<file path="src/adcc_params.svh">
// Purpose: Offsets, field positions, reset values and timing counts
// Assumes: 8-bit register port, byte registers at index offsets
// Notes: Definitions only
`ifndef ADCC_PARAMS_SVH
`define ADCC_PARAMS_SVH

`define ADCC_ADDR_W 3
`define ADCC_OFF_CTRL0 3'h0
`define ADCC_OFF_CTRL1 3'h1
`define ADCC_OFF_PINEN 3'h2
`define ADCC_OFF_RES_LO 3'h3
`define ADCC_OFF_RES_HI 3'h4
`define ADCC_OFF_INTC 3'h5
`define ADCC_OFF_PORTCFG 3'h6

// converter_control_0 fields
`define ADCC_C0_START 7
`define ADCC_C0_PEND 6
`define ADCC_C0_POFF 5
`define ADCC_C0_CH_LO 2
`define ADCC_C0_CH_LO_W 3
`define ADCC_C0_RST 8'h60
// converter_control_1 fields
`define ADCC_C1_CH_HI 7
`define ADCC_C1_VREF 3
`define ADCC_C1_DIV_LO 0
`define ADCC_C1_DIV_W 3
`define ADCC_C1_RST 8'h00
// Interrupt control fields
`define ADCC_IC_GIE 0
`define ADCC_IC_AIE 1
`define ADCC_IC_AIF 2

`define ADCC_DIV_UNDEF 3'h7
`define ADCC_CONV_TICKS 5'h10
`define ADCC_RES_HI_ZERO 4'h0

`endif

</file>
<file path="src/adcc_pkg.sv">
// Purpose: Types shared by the conversion control block
// Assumes: Constants live in adcc_params.svh
// Notes: Types only
package adcc_pkg;
  typedef enum logic [2:0] {
    ADCC_IDLE = 3'b001,
    ADCC_HOLD = 3'b010,
    ADCC_CONV = 3'b100
  } adcc_state_t;

  typedef struct packed {
    logic [4:0] channel;
    logic use_ref_pin;
    logic power_on;
    logic hold_reset;
    logic sample;
  } adcc_analog_t;
endpackage : adcc_pkg
</file>
<file path="src/adcc_clk_div.sv">
// Purpose: Converter clock tick from system clock, divide by 1 to 64
// Assumes: Code 111 is undefined, treated as stopped
// Notes: One-cycle tick per converter clock period
`timescale 1ns/1ns
`include "adcc_params.svh"
module adcc_clk_div #(
  parameter int CNT_W = 6
) (
  input wire logic clk,
  input wire logic srst,
  input wire logic run,
  input wire logic [2:0] div_sel,
  output logic tick
);
  logic [CNT_W-1:0] cnt_ff;
  logic [CNT_W-1:0] nxt_cnt;
  logic [CNT_W-1:0] limit;

  always_comb begin
    limit = CNT_W'((1 << div_sel) - 1);
    nxt_cnt = cnt_ff;
    tick = 1'b0;
    if (!run || div_sel == `ADCC_DIV_UNDEF) begin
      // Undefined ratio stops the converter clock rather than guess
      nxt_cnt = '0;
    end else if (cnt_ff >= limit) begin
      nxt_cnt = '0;
      tick = 1'b1;
    end else begin
      nxt_cnt = cnt_ff + CNT_W'(1);
    end
  end

  always_ff @(posedge clk) begin
    if (srst) begin
      cnt_ff <= '0;
    end else begin
      cnt_ff <= nxt_cnt;
    end
  end
endmodule : adcc_clk_div

</file>
<file path="src/adcc_ctrl.sv">
// Purpose: Conversion control: registers, start sequencing, pin routing
// Assumes: Analog macro samples on ana_ctrl.sample and returns a 12-bit code
// Notes: 8-bit register port, read data one cycle after the read strobe
//
// The strobed register port and the placing of the registers were left to the implementer.
`timescale 1ns/1ns
`include "adcc_params.svh"
module adcc_ctrl
  import adcc_pkg::*;
#(
  parameter int PINS = 8,
  parameter int RES_W = 12
) (
  input wire logic clk,
  input wire logic srst,
  input wire logic [`ADCC_ADDR_W-1:0] reg_addr,
  input wire logic [7:0] reg_wdata,
  input wire logic reg_wr,
  input wire logic reg_rd,
  output logic [7:0] reg_rdata,
  input wire logic [PINS-1:0] pin_pullup_cfg,
  input wire logic [RES_W-1:0] conv_code,
  output adcc_analog_t ana_ctrl,
  output logic [PINS-1:0] pin_analog_sel,
  output logic [PINS-1:0] pin_pullup_en,
  output logic [PINS-1:0] pin_out_en_n,
  output logic conv_irq
);
  adcc_state_t state_ff;
  adcc_state_t nxt_state;
  logic [7:0] ctrl0_ff;
  logic [7:0] nxt_ctrl0;
  logic [7:0] ctrl1_ff;
  logic [7:0] nxt_ctrl1;
  logic [PINS-1:0] pinen_ff;
  logic [PINS-1:0] nxt_pinen;
  logic [PINS-1:0] portcfg_ff;
  logic [PINS-1:0] nxt_portcfg;
  logic [2:0] intc_ff;
  logic [2:0] nxt_intc;
  logic [RES_W-1:0] res_ff;
  logic [RES_W-1:0] nxt_res;
  logic [4:0] ticks_ff;
  logic [4:0] nxt_ticks;
  logic [7:0] rdata_ff;
  logic [7:0] nxt_rdata;
  logic start_bit;
  logic start_prev_ff;
  logic start_fall;
  logic conv_tick;
  logic conv_done;

  assign start_bit = ctrl0_ff[`ADCC_C0_START];
  assign start_fall = start_prev_ff && !start_bit;

  adcc_clk_div #(
    .CNT_W(6)
  ) u_div (
    .clk(clk),
    .srst(srst),
    .run(state_ff == ADCC_CONV),
    .div_sel(ctrl1_ff[`ADCC_C1_DIV_LO +: `ADCC_C1_DIV_W]),
    .tick(conv_tick)
  );

  // Sequencer; the core never waits on it
  always_comb begin
    nxt_state = state_ff;
    nxt_ticks = ticks_ff;
    conv_done = 1'b0;
    case (state_ff)
      ADCC_IDLE: begin
        if (start_bit) begin
          nxt_state = ADCC_HOLD;
        end
      end
      ADCC_HOLD: begin
        nxt_ticks = '0;
        if (start_fall) begin
          nxt_state = ADCC_CONV;
        end
      end
      ADCC_CONV: begin
        if (start_bit) begin
          // A new rising start aborts and resets the converter
          nxt_state = ADCC_HOLD;
        end else if (conv_tick) begin
          if (ticks_ff == `ADCC_CONV_TICKS - 5'h1) begin
            nxt_state = ADCC_IDLE;
            conv_done = 1'b1;
          end else begin
            nxt_ticks = ticks_ff + 5'h1;
          end
        end
      end
      default: begin
        nxt_state = ADCC_IDLE;
      end
    endcase
  end

  // Register writes and hardware updates
  always_comb begin
    nxt_ctrl0 = ctrl0_ff;
    nxt_ctrl1 = ctrl1_ff;
    nxt_pinen = pinen_ff;
    nxt_portcfg = portcfg_ff;
    nxt_intc = intc_ff;
    nxt_res = res_ff;
    if (reg_wr) begin
      if (reg_addr == `ADCC_OFF_CTRL0) begin
        // Pending flag is read-only to software
        nxt_ctrl0 = {reg_wdata[7], ctrl0_ff[`ADCC_C0_PEND], reg_wdata[5:0]};
      end else if (reg_addr == `ADCC_OFF_CTRL1) begin
        nxt_ctrl1 = reg_wdata;
      end else if (reg_addr == `ADCC_OFF_PINEN) begin
        nxt_pinen = reg_wdata[PINS-1:0];
      end else if (reg_addr == `ADCC_OFF_PORTCFG) begin
        nxt_portcfg = reg_wdata[PINS-1:0];
      end else if (reg_addr == `ADCC_OFF_INTC) begin
        nxt_intc = reg_wdata[2:0];
      end
    end
    if (start_bit) begin
      nxt_ctrl0[`ADCC_C0_PEND] = 1'b1;
    end else if (conv_done) begin
      nxt_ctrl0[`ADCC_C0_PEND] = 1'b0;
    end
    if (conv_done) begin
      nxt_res = conv_code;
      nxt_intc[`ADCC_IC_AIF] = 1'b1; // set beats clear
    end
  end

  // Read data in the cycle after the strobe
  always_comb begin
    nxt_rdata = 8'h00;
    if (reg_rd) begin
      if (reg_addr == `ADCC_OFF_CTRL0) begin
        nxt_rdata = ctrl0_ff;
      end else if (reg_addr == `ADCC_OFF_CTRL1) begin
        nxt_rdata = ctrl1_ff;
      end else if (reg_addr == `ADCC_OFF_PINEN) begin
        nxt_rdata = 8'(pinen_ff);
      end else if (reg_addr == `ADCC_OFF_PORTCFG) begin
        nxt_rdata = 8'(portcfg_ff);
      end else if (reg_addr == `ADCC_OFF_INTC) begin
        nxt_rdata = {5'h00, intc_ff};
      end else if (reg_addr == `ADCC_OFF_RES_LO) begin
        nxt_rdata = res_ff[7:0];
      end else if (reg_addr == `ADCC_OFF_RES_HI) begin
        nxt_rdata = {`ADCC_RES_HI_ZERO, res_ff[RES_W-1:8]};
      end
    end
  end

  always_ff @(posedge clk) begin
    if (srst) begin
      state_ff <= ADCC_IDLE;
      ticks_ff <= 5'h00;
      ctrl0_ff <= `ADCC_C0_RST;
      ctrl1_ff <= `ADCC_C1_RST;
      pinen_ff <= '0;
      portcfg_ff <= '1;
      intc_ff <= 3'h0;
      res_ff <= '0;
      rdata_ff <= 8'h00;
      start_prev_ff <= 1'b0;
    end else begin
      state_ff <= nxt_state;
      ticks_ff <= nxt_ticks;
      ctrl0_ff <= nxt_ctrl0;
      ctrl1_ff <= nxt_ctrl1;
      pinen_ff <= nxt_pinen;
      portcfg_ff <= nxt_portcfg;
      intc_ff <= nxt_intc;
      res_ff <= nxt_res;
      rdata_ff <= nxt_rdata;
      start_prev_ff <= start_bit;
    end
  end

  assign reg_rdata = rdata_ff;

  // Code step and offsets are set by the analog macro from this reference
  always_comb begin
    // Channel bit 3 does not exist, so it is held low
    ana_ctrl.channel = {ctrl1_ff[`ADCC_C1_CH_HI], 1'b0,
                        ctrl0_ff[`ADCC_C0_CH_LO +: `ADCC_C0_CH_LO_W]};
    ana_ctrl.use_ref_pin = ctrl1_ff[`ADCC_C1_VREF];
    ana_ctrl.power_on = !ctrl0_ff[`ADCC_C0_POFF];
    // Start high resets at once, even before the abort reaches the state
    ana_ctrl.hold_reset = (state_ff != ADCC_CONV) || start_bit;
    ana_ctrl.sample = (state_ff == ADCC_CONV) && !start_bit && conv_tick;
  end

  // Portcfg bit high means input; analog selection forces the driver off
  assign pin_analog_sel = pinen_ff;
  assign pin_pullup_en = pin_pullup_cfg & ~pinen_ff;
  assign pin_out_en_n = portcfg_ff | pinen_ff;

  assign conv_irq = intc_ff[`ADCC_IC_AIF] && intc_ff[`ADCC_IC_GIE]
                    && intc_ff[`ADCC_IC_AIE];
endmodule : adcc_ctrl

</file>
<file path="config.mk">
export PLATFORM = sky130hd
export DESIGN_NAME = adcc_ctrl
export DESIGN_NICKNAME = d
export VERILOG_FILES = /design/src/adcc_pkg.sv /design/src/adcc_clk_div.sv /design/src/adcc_ctrl.sv
export VERILOG_INCLUDE_DIRS = /design/src /design/src/src
export SDC_FILE = /design/constraint.sdc
export NUM_CORES = 1
export LEC_CHECK = 0
export CORE_ASPECT_RATIO = 1.75
export CORE_UTILIZATION = 54
export CTS_BUF_LIST = sky130_fd_sc_hd__clkbuf_2
export DETAILED_ROUTE_END_ITERATION = 10
export DONT_BUFFER_PORTS = 1
export HOLD_SLACK_MARGIN = 0.05
export PLACE_DENSITY = 0.72
export SETUP_SLACK_MARGIN = 0.3
export SLEW_MARGIN = 10
export SYNTH_ARGS = -nofsm -noshare
export SYNTH_HDL_FRONTEND = slang
export SYNTH_SLANG_ARGS = --single-unit
</file>
<file path="constraint.sdc">
create_clock -name clk -period 2.3 [get_ports clk]
set_clock_uncertainty 0.2 [all_clocks]
set_input_delay 0.46 -clock clk [delete_from_list [all_inputs] [get_ports clk]]
set_output_delay 0.46 -clock clk [all_outputs]
set_load 0.01 [all_outputs]
</file>
## After elaboration in Yosys (flattened, before gate mapping)

Index checks and enable logic that the tools add are counted.

| word-level totals | value |
|---|---|
| flip-flop bits (word level) | 70 |
| input port bits | 35 |
| output and inout bits | 42 |

| cells by class | value |
|---|---|
| add/sub/neg operators | 3 |
| order comparisons | 1 |
| equal/unequal tests | 23 |
| shift operators | 1 |
| muxes and demuxes | 33 |
| bitwise operators | 8 |
| reduce and logical (&&, ||, !) cells | 25 |

Operators by type and width:

| cell | number |
|---|---|
| 2-to-1 mux 8 bit | 6 |
| 2-to-1 mux 3 bit | 11 |
| != test 2 bit, second input constant | 9 |
| == test 3 bit, second input constant | 5 |
| 2-to-1 mux 5 bit | 3 |
| AND reduction 4 bit | 3 |
| AND reduction 6 bit | 2 |
| one-hot mux 5 bit (2 select lines) | 1 |
| == test 3 x 2 -> 1 bit, second input constant | 3 |
| != test 3 bit, second input constant | 3 |
| one-hot mux 3 bit (3 select lines) | 1 |
| AND 8 bit | 1 |
| 2-to-1 mux 1 bit | 8 |
| inverter 8 bit | 1 |
| OR 8 bit | 1 |
| 2-to-1 mux 7 bit | 1 |
| adder 6 x 1 -> 6 bit, second input constant | 1 |
| == test 3 x 1 -> 1 bit, second input constant | 2 |
| >= comparator 6 bit | 1 |
| 2-to-1 mux 6 bit | 1 |
| nonzero test 2 bit | 3 |
| left shift 1 x 3 -> 6 bit, first input constant | 1 |
| subtractor 6 x 2 -> 6 bit, second input constant | 1 |
| adder 5 x 1 -> 5 bit, second input constant | 1 |
| 12 further kinds | 24 |

## Longest topological paths before layout

Gate-level depths: netlist (run 1).

| depth | value |
|---|---|
| word-level depth | 10 |
| mapped depth | 10 |

## Cells and area by module

A second synthesis (run 1) with hierarchy kept.

| second synthesis, totals | value |
|---|---|
| cells, all modules | 414 |
| area, all modules | 3439.5 um^2 |

By module, submodules not included:

| module | instances | cells an instance | area an instance (um^2) | seq. area each (um^2) |
|---|---|---|---|---|
| adcc_ctrl | 1 | 362 | 2992.9 | 1281.2 |
| adcc_clk_div | 1 | 52 | 446.7 | 120.1 |

## Least setup slack after synthesis (run 1)

Ideal clock, no wire load.

| timing | value |
|---|---|
| path type | flip-flop to output port |
| start point | register ctrl1_ff[2] |
| end point | output ana_ctrl[0] (netlist name) |
| data arrival time | 1936 ps |
| required time | 1640 ps |
| setup slack | -296 ps |
| cell stages (with the launch flop) | 9 |
| buffers on the path | 2 |
| cells stage by stage | dfxtp_1 clkbuf_1 or3_1 ha_1 nand2b_1 a21oi_1 o221a_2 clkbuf_1 nor3_1 |

RTL lines:

| what | line | source |
|---|---|---|
| start, declared | adcc_ctrl.sv:33 | `logic [7:0] ctrl1_ff;` |
| start signal, assigned | adcc_ctrl.sv:162 | `` ctrl1_ff <= `ADCC_C1_RST; `` |
| start signal, assigned | adcc_ctrl.sv:173 | `ctrl1_ff <= nxt_ctrl1;` |
| end, declared | adcc_ctrl.sv:23 | `output adcc_analog_t ana_ctrl,` |

==> results.toml, run 1 <==
[grt]
number_of_antenna_violations_at_the_first_check_in_global_routing = 0
grt_start_max_net_pins = 36
grt_pass1_vias = 3235
grt_overflow = 0
grt_pass1_wl_mm = 16.1
global_route.usage.total_pct = 31.8

[routing]
post_drt_via_cell_ratio = 5.92
ant_nets = 0
drtPass1Iterations = 5
via_count = 3385
drt_drc_violations_left = 0
drt-initial-drc-count = 193
wl_per_cell_um = 18.3
route.final.wire_length_mm = 10.5

[outcome]
run_status = "complete, but fails checks"
failed_checks = "negative setup slack"

[yosys]
yosys_warnings = 0
synth_top_flop_cell = "sky130_fd_sc_hd__dfxtp_1"
synth.lib_cells_used.distinct = 53
synth-async-reset-ratio_pct = 0
synth_edf_count = 0
syn_area_per_cell_um2 = 7.77
cell_area_after_technology_mapping_um2 = 3480
post_synth_inst_count = 448
synth.ff_latch_count = 70
mappedNetlistNets = 492
synth_sequential_area_ratio_pct = 40.2

[floorplanning]
std_cell_rows = 38
ios = 77
die_w_um = 62.7
initial_util_pct = 55.9
fp.dieH_um = 108
die_area_um2 = 6790
core_region_area_um2 = 6230

[place]
pre_cts_ws_ns = -0.0510
gp_routability_congestion = 0.877
sum_of_net_half_perimeters_after_detailed_placement_mm = 6.50
port-buffer-count = 0
dpl_cell_area_um2 = 3590

[clock_network]
clk_pin_slew_ns = 0.18
number_of_clock_buffers_inserted_by_tritoncts = 9
clock_insertion_delay_worst_skew_ns = 0.54
cts.sink_count = 70
master_cell_of_the_clock_root_buffer = "sky130_fd_sc_hd__clkbuf_2"
cts_tree = "built"
htreeDepth = 3
cts_max_path_buffers = 2

[cells_and_area]
design_area_um2 = 4310
final_net_count = 533
drive_above_1_share_pct = 18.3
syn2layout_area_growth_pct = 23.7
postLayoutCoreUtil_pct = 69.2
insertedDiodeCount = 0
fillerInstances = 522

[timing]
max_freq_mhz = 359
period_minus_slack_ns = 2.79
unrepaired_setup_endpoints_after_global_routing = "yes"
worst_slew_pin_slew_ns = 1.14
setup_violations = 6
finalMaxSlewViolations = 0
hold_viol_final = 0
final.setup.worst_slack_ns = -0.489
finalCritPeriodShare_pct = 121
slew_headroom_pct = 23.8

[power_and_ir_drop]
power.density_nw_per_um2 = 493
vdd.ir_drop.worst_mv = 0.444
total_power_uw = 2130
p_leak_uw = 0.00166

[setup_path]
critical-path-top-delay-family = "simple AND/OR/NAND/NOR gates"
r2r-start = "ctrl1_ff[1]$_SDFFE_PP0P_"
worst_r2r_path_depth = 9
end_kind = "output port"
reg2reg_slack_ns = -0.24
timing.critical_path.slowest_stage_cell = "sky130_fd_sc_hd__dfxtp_2"
max_stage_delay_ns = 0.35
critPathKind = "flip-flop to output port"
worst-endpoint-arrival_ns = 2.13
critical_path.cell_chain = "or3_1 > ha_1 > nand2b_4 > a21oi_2 > o221a_4 > nor3_4"
crit_path_start_kind = "flip-flop"
timing.critical_path.fanout_max = 2
critical_path_buf_inv_count = 0
crit_required_ns = 1.64
regToRegEndpoint = "ticks_ff[2]$_SDFFE_PP0P_"

[worst_hold_path]
hold_path_end = "reg_rdata[3]$_SDFF_PP0_"
min-delay-path-class = "input pin to flip-flop"
worst_hold_startpoint = "reg_addr[1]"
holdPathStages = 3

[run]
max-cap-violations = 0
-- kinds of logic (layout without fill, tap and decap cells) --
family                     after synthesis  in the layout  synth area share [%]
muxes                                   20             20                  5.79
DFF                                     70             70                  40.2
buffers and inverters                   49             93                  6.04
other                                    1              1                 0.108
AOI/OAI and AO/OA                       95             95                  16.8
xor gates and xnor gates                 6              6                  1.51
and+or+nand+nor                        198            198                  26.3
adders and majority gates                9              9                  3.23
-- cell usage after synthesis, drive strengths merged (2+ instances only) --
master  instances  area share, %
and3            6            1.1
mux2i          19            5.5
nand3          16            2.3
xnor2           2           0.50
nand2         106             11
a21oi          42            6.0
clkbuf         23            2.5
buf             9            1.7
nor2b          13            2.3
nand2b          3           0.54
ha              9            3.2
xor2            4            1.0
o32a            3           0.86
and2            2           0.40
or3             5            1.1
or2             9            1.6
o41ai           3           0.75
a211oi          2           0.43
nor2           27            2.9
dfxtp          70             40
a22o            6            1.5
o221ai          4            1.0
inv            16            1.7
nor3b           3           0.79
o21ai          24            3.4
-- routing by layer --
layer,up-vias,global-route usage [%],share of wire [%]
met5,-,0,0
li1,1608,-,-
met4,0,19.1,5.2
met3,46,8.23,5.9
met1,1575,31.6,36
met2,156,58.4,53
-- sequential cells by signal, summed over array words and instances, names as in the netlist --
signal,count
intc_ff,3
portcfg_ff,8
res_ff,12
ctrl1_ff,8
reg_rdata,8
pin_analog_sel,8
ticks_ff,5
start_prev_ff,1
u_div.cnt_ff,6
state_ff,3
ctrl0_ff,8
-- cells in the final DEF, fill, tap and decap left out, drive strengths merged, types with 6 or more instances in the layout --
| cell | Yosys | layout |
|---|---|---|
| nand2 | 106 | 106 |
| dfxtp | 70 | 70 |
| a21oi | 42 | 42 |
| dlygate4sd3 | 0 | 34 |
| nor2 | 27 | 27 |
| buf | 9 | 26 |
| o21ai | 24 | 24 |
| mux2i | 19 | 19 |
| inv | 16 | 16 |
| nand3 | 16 | 16 |
| nor2b | 13 | 13 |
| clkbuf | 23 | 10 |
| or2 | 9 | 9 |
| ha | 9 | 9 |
| a22o | 6 | 6 |
| and3 | 6 | 6 |
-- repair_timing --
| action | in CTS | in global routing |
|---|---|---|
| cloned | 1 | 0 |
| setup endpoints to repair | 29 | 62 |
| gates resized for setup | 22 | 27 |
| hold endpoints to repair | 69 | 6 |
| hold buffers | 33 | 4 |
| pin swaps | 1 | 12 |
| setup buffers | 6 | 3 |
-- how the worst max path moves through the flow --
stage	start	end	slack, ns	cells past startpoint
final	ctrl1_ff[1]$_SDFFE_PP0P_	ana_ctrl[0]	-0.49	6
after global routing	ctrl1_ff[0]$_SDFFE_PP0P_	ana_ctrl[0]	-0.60	6
after CTS	ctrl1_ff[0]$_SDFFE_PP0P_	ana_ctrl[0]	-0.50	6
after detailed placement	ctrl1_ff[0]$_SDFFE_PP0P_	ticks_ff[2]$_SDFFE_PP0P_	-0.05	8
after global placement	ctrl1_ff[0]$_SDFFE_PP0P_	ticks_ff[3]$_SDFFE_PP0P_	-0.006	7
after floorplan	ctrl1_ff[2]$_SDFFE_PP0P_	ticks_ff[2]$_SDFFE_PP0P_	-0.09	9
-- per-stage QoR --
stage,instances,TNS [ns],hold slack (ns)
2_1_floorplan,448,-0.161,0.230
3_3_place_gp,511,-0.00645,0.234
3_5_place_dp,511,-0.113,0.240
4_1_cts,565,-1.29,0.0535
5_1_grt,572,-2.14,0.0665
6_report,572,-1.40,0.0768
-- worst reg2reg max path, stage by stage, from the launching register on --
cell	delay, ns
sky130_fd_sc_hd__dfxtp_2	0.35
sky130_fd_sc_hd__or3_1	0.34
sky130_fd_sc_hd__ha_1	0.28
sky130_fd_sc_hd__nand2b_4	0.11
sky130_fd_sc_hd__a21oi_2	0.06
sky130_fd_sc_hd__o221a_4	0.29
sky130_fd_sc_hd__buf_4	0.14
sky130_fd_sc_hd__buf_6	0.13
sky130_fd_sc_hd__or4b_4	0.53
sky130_fd_sc_hd__nand2_2	0.07
-- cell type report --
cell class              instances  area, um2  share of cell area, %
clock inverters                 4       16.3                  0.378
repair buffers                 62        617                   14.3
well taps                      80        100                   2.32
clock buffers                  10       50.0                   1.16
inverters                      17       63.8                   1.48
multi-input cells             329       2040                   47.3
flip-flops and latches         70       1430                   33.1
-- power breakdown --
| group | total (uW) | internal, uW | leakage [uW] | switching, uW |
|---|---|---|---|---|
| sequential | 1270 | 1240 | 0.000574 | 29.8 |
| clock | 533 | 123 | 0.0000501 | 410 |
| combinational | 320 | 148 | 0.00104 | 172 |
Note: power is estimated with default switching activity, not from simulation.
==> run 2, diff against run 1 <==
--- a/config.mk
+++ b/config.mk
@@ -6,13 +6,12 @@
 export SDC_FILE = /design/constraint.sdc
 export NUM_CORES = 1
 export LEC_CHECK = 0
+export BUFFER_PORTS_ARGS = -buffer_cell sky130_fd_sc_hd__buf_4
 export CORE_ASPECT_RATIO = 1.75
-export CORE_UTILIZATION = 54
+export CORE_UTILIZATION = 35
 export CTS_BUF_LIST = sky130_fd_sc_hd__clkbuf_2
 export DETAILED_ROUTE_END_ITERATION = 10
-export DONT_BUFFER_PORTS = 1
 export HOLD_SLACK_MARGIN = 0.05
-export PLACE_DENSITY = 0.72
 export SETUP_SLACK_MARGIN = 0.3
 export SLEW_MARGIN = 10
 export SYNTH_ARGS = -nofsm -noshare
==> results.toml, run 2 (synthesized netlist as in run 1, its figures left out) <==
[outcome]
run_status = "complete, but fails checks"
failed_checks = "negative setup slack"

[clock_network]
clk_pin_slew_ns = 0.21
clock_insertion_delay_worst_skew_ns = 0.54
cts_tree = "built"
cts_max_path_buffers = 2
number_of_clock_buffers_inserted_by_tritoncts = 9
htreeDepth = 3
master_cell_of_the_clock_root_buffer = "sky130_fd_sc_hd__clkbuf_2"
cts.sink_count = 70

[timing]
fin_worst_hold_slack_ns = 0.188
unrepaired_setup_endpoints_after_global_routing = "yes"
setup_violations = 24
finalMaxSlewViolations = 0
final.setup.worst_slack_ns = -0.603
final.setup.tns_ns = -5.92
period_minus_slack_ns = 2.90
finalCritPeriodShare_pct = 126
hold_viol_final = 0
max_freq_mhz = 344

[power_and_ir_drop]
swShare_pct = 28.1
vdd.ir_drop.worst_mv = 0.248
sequentialPowerShare_pct = 49.7
total_power_uw = 2530
cell_internal_pwr_uw = 1820
combinational_fraction_of_design_power_pct = 16.4
power_frac_clock_pct = 33.8
p_leak_uw = 0.00214
power.net_switching_uw = 711
power.density_nw_per_um2 = 494

[setup_path]
crit_path_start_kind = "flip-flop"
r2r-start = "ctrl1_ff[0]$_SDFFE_PP0P_"
critical_path.cell_chain = "or3_1 > ha_1 > nand2b_4 > a21oi_4 > o221a_4 > nor3_4 > buf_6"
timing.critical_path.to = "ana_ctrl[0]"
worst_r2r_path_depth = 11
regToRegEndpoint = "res_ff[7]$_SDFFE_PP0P_"
worst-endpoint-arrival_ns = 2.24
max_stage_delay_ns = 0.37
reg2reg_slack_ns = -0.33
end_kind = "output port"
timing.critical_path.fanout_max = 2
crit_path_start = "ctrl1_ff[0]$_SDFFE_PP0P_"
critPathKind = "flip-flop to output port"
crit_required_ns = 1.64
timing.critical_path.slowest_stage_cell = "sky130_fd_sc_hd__or3_1"

[routing]
drtPass1Iterations = 4
drt_drc_violations_left = 0
ant_nets = 0
drt-initial-drc-count = 182
via_count = 3588
post_drt_via_cell_ratio = 5.12
wl_per_cell_um = 15.5
route.final.wire_length_mm = 10.9

[cells_and_area]
largest_register = "res_ff"
mostFrequentLayoutCell = "sky130_fd_sc_hd__nand2_1"
largest_register_ffs = 12
postLayoutCoreUtil_pct = 53.5
syn2layout_area_growth_pct = 47.3
mostFrequentLayoutCells = "104 x sky130_fd_sc_hd__nand2_1, 98 x sky130_fd_sc_hd__buf_4, 52 x sky130_fd_sc_hd__dfxtp_1, 37 x sky130_fd_sc_hd__a21oi_1, 26 x sky130_fd_sc_hd__nor2_1"
final-instance-count-excl-fill = 701
final_net_count = 617
drive_above_1_share_pct = 34.4

[run]
max-cap-violations = 0

[grt]
number_of_antenna_violations_at_the_first_check_in_global_routing = 1
grt_pass1_vias = 3629
grt_start_max_net_pins = 27
grt_pass1_wl_mm = 17.4
grt_overflow = 0
global_route.usage.total_pct = 21.7

[worst_hold_path]
min-delay-path-class = "input pin to flip-flop"
holdPathStages = 5

[place]
numPlacedInstances = 635
port-buffer-count = 75
sum_of_net_half_perimeters_after_detailed_placement_mm = 7.39
gp_routability_congestion = 0.859

[floorplanning]
std_cell_rows = 47
die_w_um = 77.4
ios = 77
fp.dieH_um = 134
initial_util_pct = 36.3
core_region_area_um2 = 9590
die_area_um2 = 10400
run 2: cell types whose count changed in the layout (fill, tap and decap cells not counted), sizes merged:
cell / change
dlygate4sd3: -10
clkbuf: -1
clkinv: -1
buf: +96
dlymetal6s4s: -2
diode: +1
bufinv: +2
inv: +2
run 2: power by group through the flow:
stage	sequential [uW]	clock, uW	combinational (uW)
2_1_floorplan	1290	0	175
3_3_place_gp	1290	0	326
3_5_place_dp	1290	0	329
4_1_cts	1260	868	403
5_1_grt	1260	923	453
6_report	1260	858	416
run 2: metal layers:
layer	vias to the layer above	share of wire, %	track usage, %
met3	27	4.0	2.99
met5	-	0	0
met2	108	54	38.9
met4	0	4.1	14.4
li1	1778	-	-
met1	1675	38	23.3
run 2: metrics by stage:
| stage | setup slack [ns] | cell area (um2) |
|---|---|---|
| 6_report | -0.603 | 5130 |
| 5_1_grt | -0.699 | 5130 |
| 4_1_cts | -0.642 | 5010 |
| 3_5_place_dp | -0.0881 | 4260 |
| 3_3_place_gp | -0.0785 | 4260 |
| 2_1_floorplan | -0.0856 | 3550 |
run 2: worst min path at each step:
stage / startpoint / end / slack (ns)
2_1_floorplan: u_div.cnt_ff[0]$_SDFF_PP0_ / u_div.cnt_ff[0]$_SDFF_PP0_ / 0.23
3_3_place_gp: ctrl0_ff[0]$_SDFFE_PP0P_ / ctrl0_ff[0]$_SDFFE_PP0P_ / 0.24
3_5_place_dp: ctrl1_ff[5]$_SDFFE_PP0P_ / ctrl1_ff[5]$_SDFFE_PP0P_ / 0.24
4_1_cts: reg_addr[0] / reg_rdata[7]$_SDFF_PP0_ / 0.16
5_1_grt: reg_wr / ctrl1_ff[3]$_SDFFE_PP0P_ / 0.19
6_report: reg_addr[0] / reg_rdata[7]$_SDFF_PP0_ / 0.19
run 2: timing repair:
item / 4_1_cts / 5_1_grt
setup endpoints to repair: 38 / 46
cloned: 1 / 0
hold endpoints to repair: 55 / 0
hold buffers: 24 / 0
setup buffers: 20 / 4
resized for setup: 60 / 24
pin swaps: 7 / 9
run 2: worst max-delay path, delay by kind of cell (launching register included):
kind	cells	cell delay (ns)
and+or+nand+nor	3	0.62
adders and majority gates	1	0.29
buffers and inverters	1	0.12
AOI/OAI and AO/OA	2	0.35
DFF	1	0.36
run 2: final cells by class:
| class | count | area [um2] |
|---|---|---|
| well taps | 122 | 153 |
| clock inverters | 7 | 96.3 |
| clock buffers | 9 | 45.0 |
| flip-flops and latches | 70 | 1440 |
| multi-input cells | 329 | 2060 |
| inverters | 17 | 63.8 |
| repair buffers | 146 | 1270 |
| fillers | 902 | 4460 |
| diodes | 1 | 2.50 |
==> run 3, diff against run 2 <==
==> constraint.sdc (replaced) <==
create_clock -name clk -period 2.6 [get_ports clk]
set_clock_uncertainty 0.2 [all_clocks]
set_input_delay 0.52 -clock clk [delete_from_list [all_inputs] [get_ports clk]]
set_output_delay 0.52 -clock clk [all_outputs]
set_load 0.01 [all_outputs]
==> results.toml, run 3 (synthesized netlist as in run 1, its figures left out) <==
[routing]
wl_per_cell_um = 15.4
drtPass1Iterations = 4
drt-initial-drc-count = 197
ant_nets = 0
via_count = 3442
post_drt_via_cell_ratio = 5.11
drt_drc_violations_left = 0
route.final.wire_length_mm = 10.4

[outcome]
failed_checks = "negative setup slack"
run_status = "complete, but fails checks"

[timing]
setup_violations = 3
unrepaired_setup_endpoints_after_global_routing = "yes"
period_minus_slack_ns = 2.97
finalMaxSlewViolations = 0
worst_slew_pin_slew_ns = 0.605
fin_worst_hold_slack_ns = 0.140
slew_headroom_pct = 59.5
hold_viol_final = 0
finalCritPeriodShare_pct = 114
final.setup.tns_ns = -0.437
max_freq_mhz = 337
final.setup.worst_slack_ns = -0.370

[grt]
grt_overflow = 0
grt_start_max_net_pins = 34
grt_pass1_wl_mm = 16.6
number_of_antenna_violations_at_the_first_check_in_global_routing = 1
global_route.usage.total_pct = 20.7
grt_pass1_vias = 3413

[cells_and_area]
syn2layout_area_growth_pct = 34.3
largest_register = "res_ff"
mostFrequentLayoutCells = "104 x sky130_fd_sc_hd__nand2_1, 92 x sky130_fd_sc_hd__buf_4, 63 x sky130_fd_sc_hd__dfxtp_1, 40 x sky130_fd_sc_hd__a21oi_1, 27 x sky130_fd_sc_hd__nor2_1"
drive_above_1_share_pct = 27.4
postLayoutCoreUtil_pct = 48.8
final_net_count = 590
largest_register_ffs = 12
mostFrequentLayoutCell = "sky130_fd_sc_hd__nand2_1"

[place]
pre_cts_ws_ns = 0.142
sum_of_net_half_perimeters_after_detailed_placement_mm = 7.52
gp_routability_congestion = 0.828
port-buffer-count = 75

[setup_path]
crit_path_start_kind = "flip-flop"
worst_r2r_path_depth = 10
critPathKind = "flip-flop to output port"
crit_required_ns = 1.88
reg2reg_slack_ns = -0.06
crit_path_start = "ctrl1_ff[0]$_SDFFE_PP0P_"
end_kind = "output port"
regToRegEndpoint = "ticks_ff[2]$_SDFFE_PP0P_"
timing.critical_path.fanout_max = 2
worst-endpoint-arrival_ns = 2.25
r2r-start = "ctrl1_ff[0]$_SDFFE_PP0P_"

[floorplanning]
std_cell_rows = 47
die_area_um2 = 10400
die_w_um = 77.4
ios = 77
core_region_area_um2 = 9590
fp.dieH_um = 134
initial_util_pct = 36.3

[run]
max-cap-violations = 0

[clock_network]
cts.sink_count = 70
number_of_clock_buffers_inserted_by_tritoncts = 9
master_cell_of_the_clock_root_buffer = "sky130_fd_sc_hd__clkbuf_2"
htreeDepth = 3
clock_insertion_delay_worst_skew_ns = 0.52
clk_pin_slew_ns = 0.21
cts_tree = "built"
cts_max_path_buffers = 2

[worst_hold_path]
worst_hold_startpoint = "reg_addr[1]"
hold_path_end = "reg_rdata[5]$_SDFF_PP0_"
holdPathStages = 3
min-delay-path-class = "input pin to flip-flop"

[power_and_ir_drop]
vdd.ir_drop.worst_mv = 0.209
p_leak_uw = 0.00193
power.density_nw_per_um2 = 444
## run 3: cell types whose count changed in the layout (fill, tap and decap cells not counted), sizes merged
| cell | previous run | this run |
|---|---|---|
| clkinvlp | 0 | 2 |
| buf | 122 | 97 |
| clkinv | 4 | 5 |
| bufinv | 2 | 1 |
| dlygate4sd3 | 24 | 22 |
| inv | 18 | 16 |
## run 3: layout make-up
cell class                 instances  area [um2]
inverter                          17        63.8
clock inverter                     7        65.1
tap                              122         153
timing repair buffer             119         971
antenna                            1        2.50
sequential                        70        1420
fill                             949        4910
multi-input combinational        329        1960
clock buffer                       9        45.0
## run 3: where the power goes
| group | leakage, uW | internal [uW] | switching, uW |
|---|---|---|---|
| sequential | 0.000571 | 1100 | 20.0 |
| combinational | 0.00129 | 164 | 166 |
| clock | 0.0000675 | 214 | 412 |
| total | 0.00193 | 1480 | 597 |
## run 3: stage by stage
step,instances,power [uW],area [um2]
after floorplan,448,1290,3520
after global placement,627,1410,4170
after detailed placement,627,1420,4170
after CTS,669,2070,4550
after global routing,674,2170,4680
final,674,2080,4680
## run 3: per-layer routing
metal / global-route usage (%) / up-vias / routed length [um]
li1: - / 1709 / -
met5: 0 / - / 0
met3: 3.06 / 19 / 354
met2: 38.5 / 84 / 5690
met1: 22.1 / 1630 / 4000
met4: 10.6 / 0 / 332
## run 3: worst max path at each step
| stage | slack, ns | end |
|---|---|---|
| 6_report | -0.37 | ana_ctrl[0] |
| 5_1_grt | -0.47 | ana_ctrl[0] |
| 4_1_cts | -0.40 | ana_ctrl[0] |
| 3_5_place_dp | 0.14 | ana_ctrl[0] |
| 3_3_place_gp | 0.16 | ana_ctrl[0] |
| 2_1_floorplan | 0.18 | ana_ctrl[0] |
## run 3: repair_timing
action	CTS	global route
hold buffers	22	0
cloned	0	0
endpoints found under the setup margin	20	27
pin swaps	2	6
hold endpoints to repair	45	0
buffers inserted	4	4
resized for setup	7	24
## run 3: critical path, stage by stage, from the launching register on
cell and delay [ns]:
sky130_fd_sc_hd__dfxtp_2 0.37, sky130_fd_sc_hd__or3_1 0.38, sky130_fd_sc_hd__ha_1 0.30, sky130_fd_sc_hd__nand2b_4 0.12, sky130_fd_sc_hd__a21oi_2 0.06, sky130_fd_sc_hd__o221a_4 0.27
sky130_fd_sc_hd__nor3_4 0.12, sky130_fd_sc_hd__buf_6 0.12
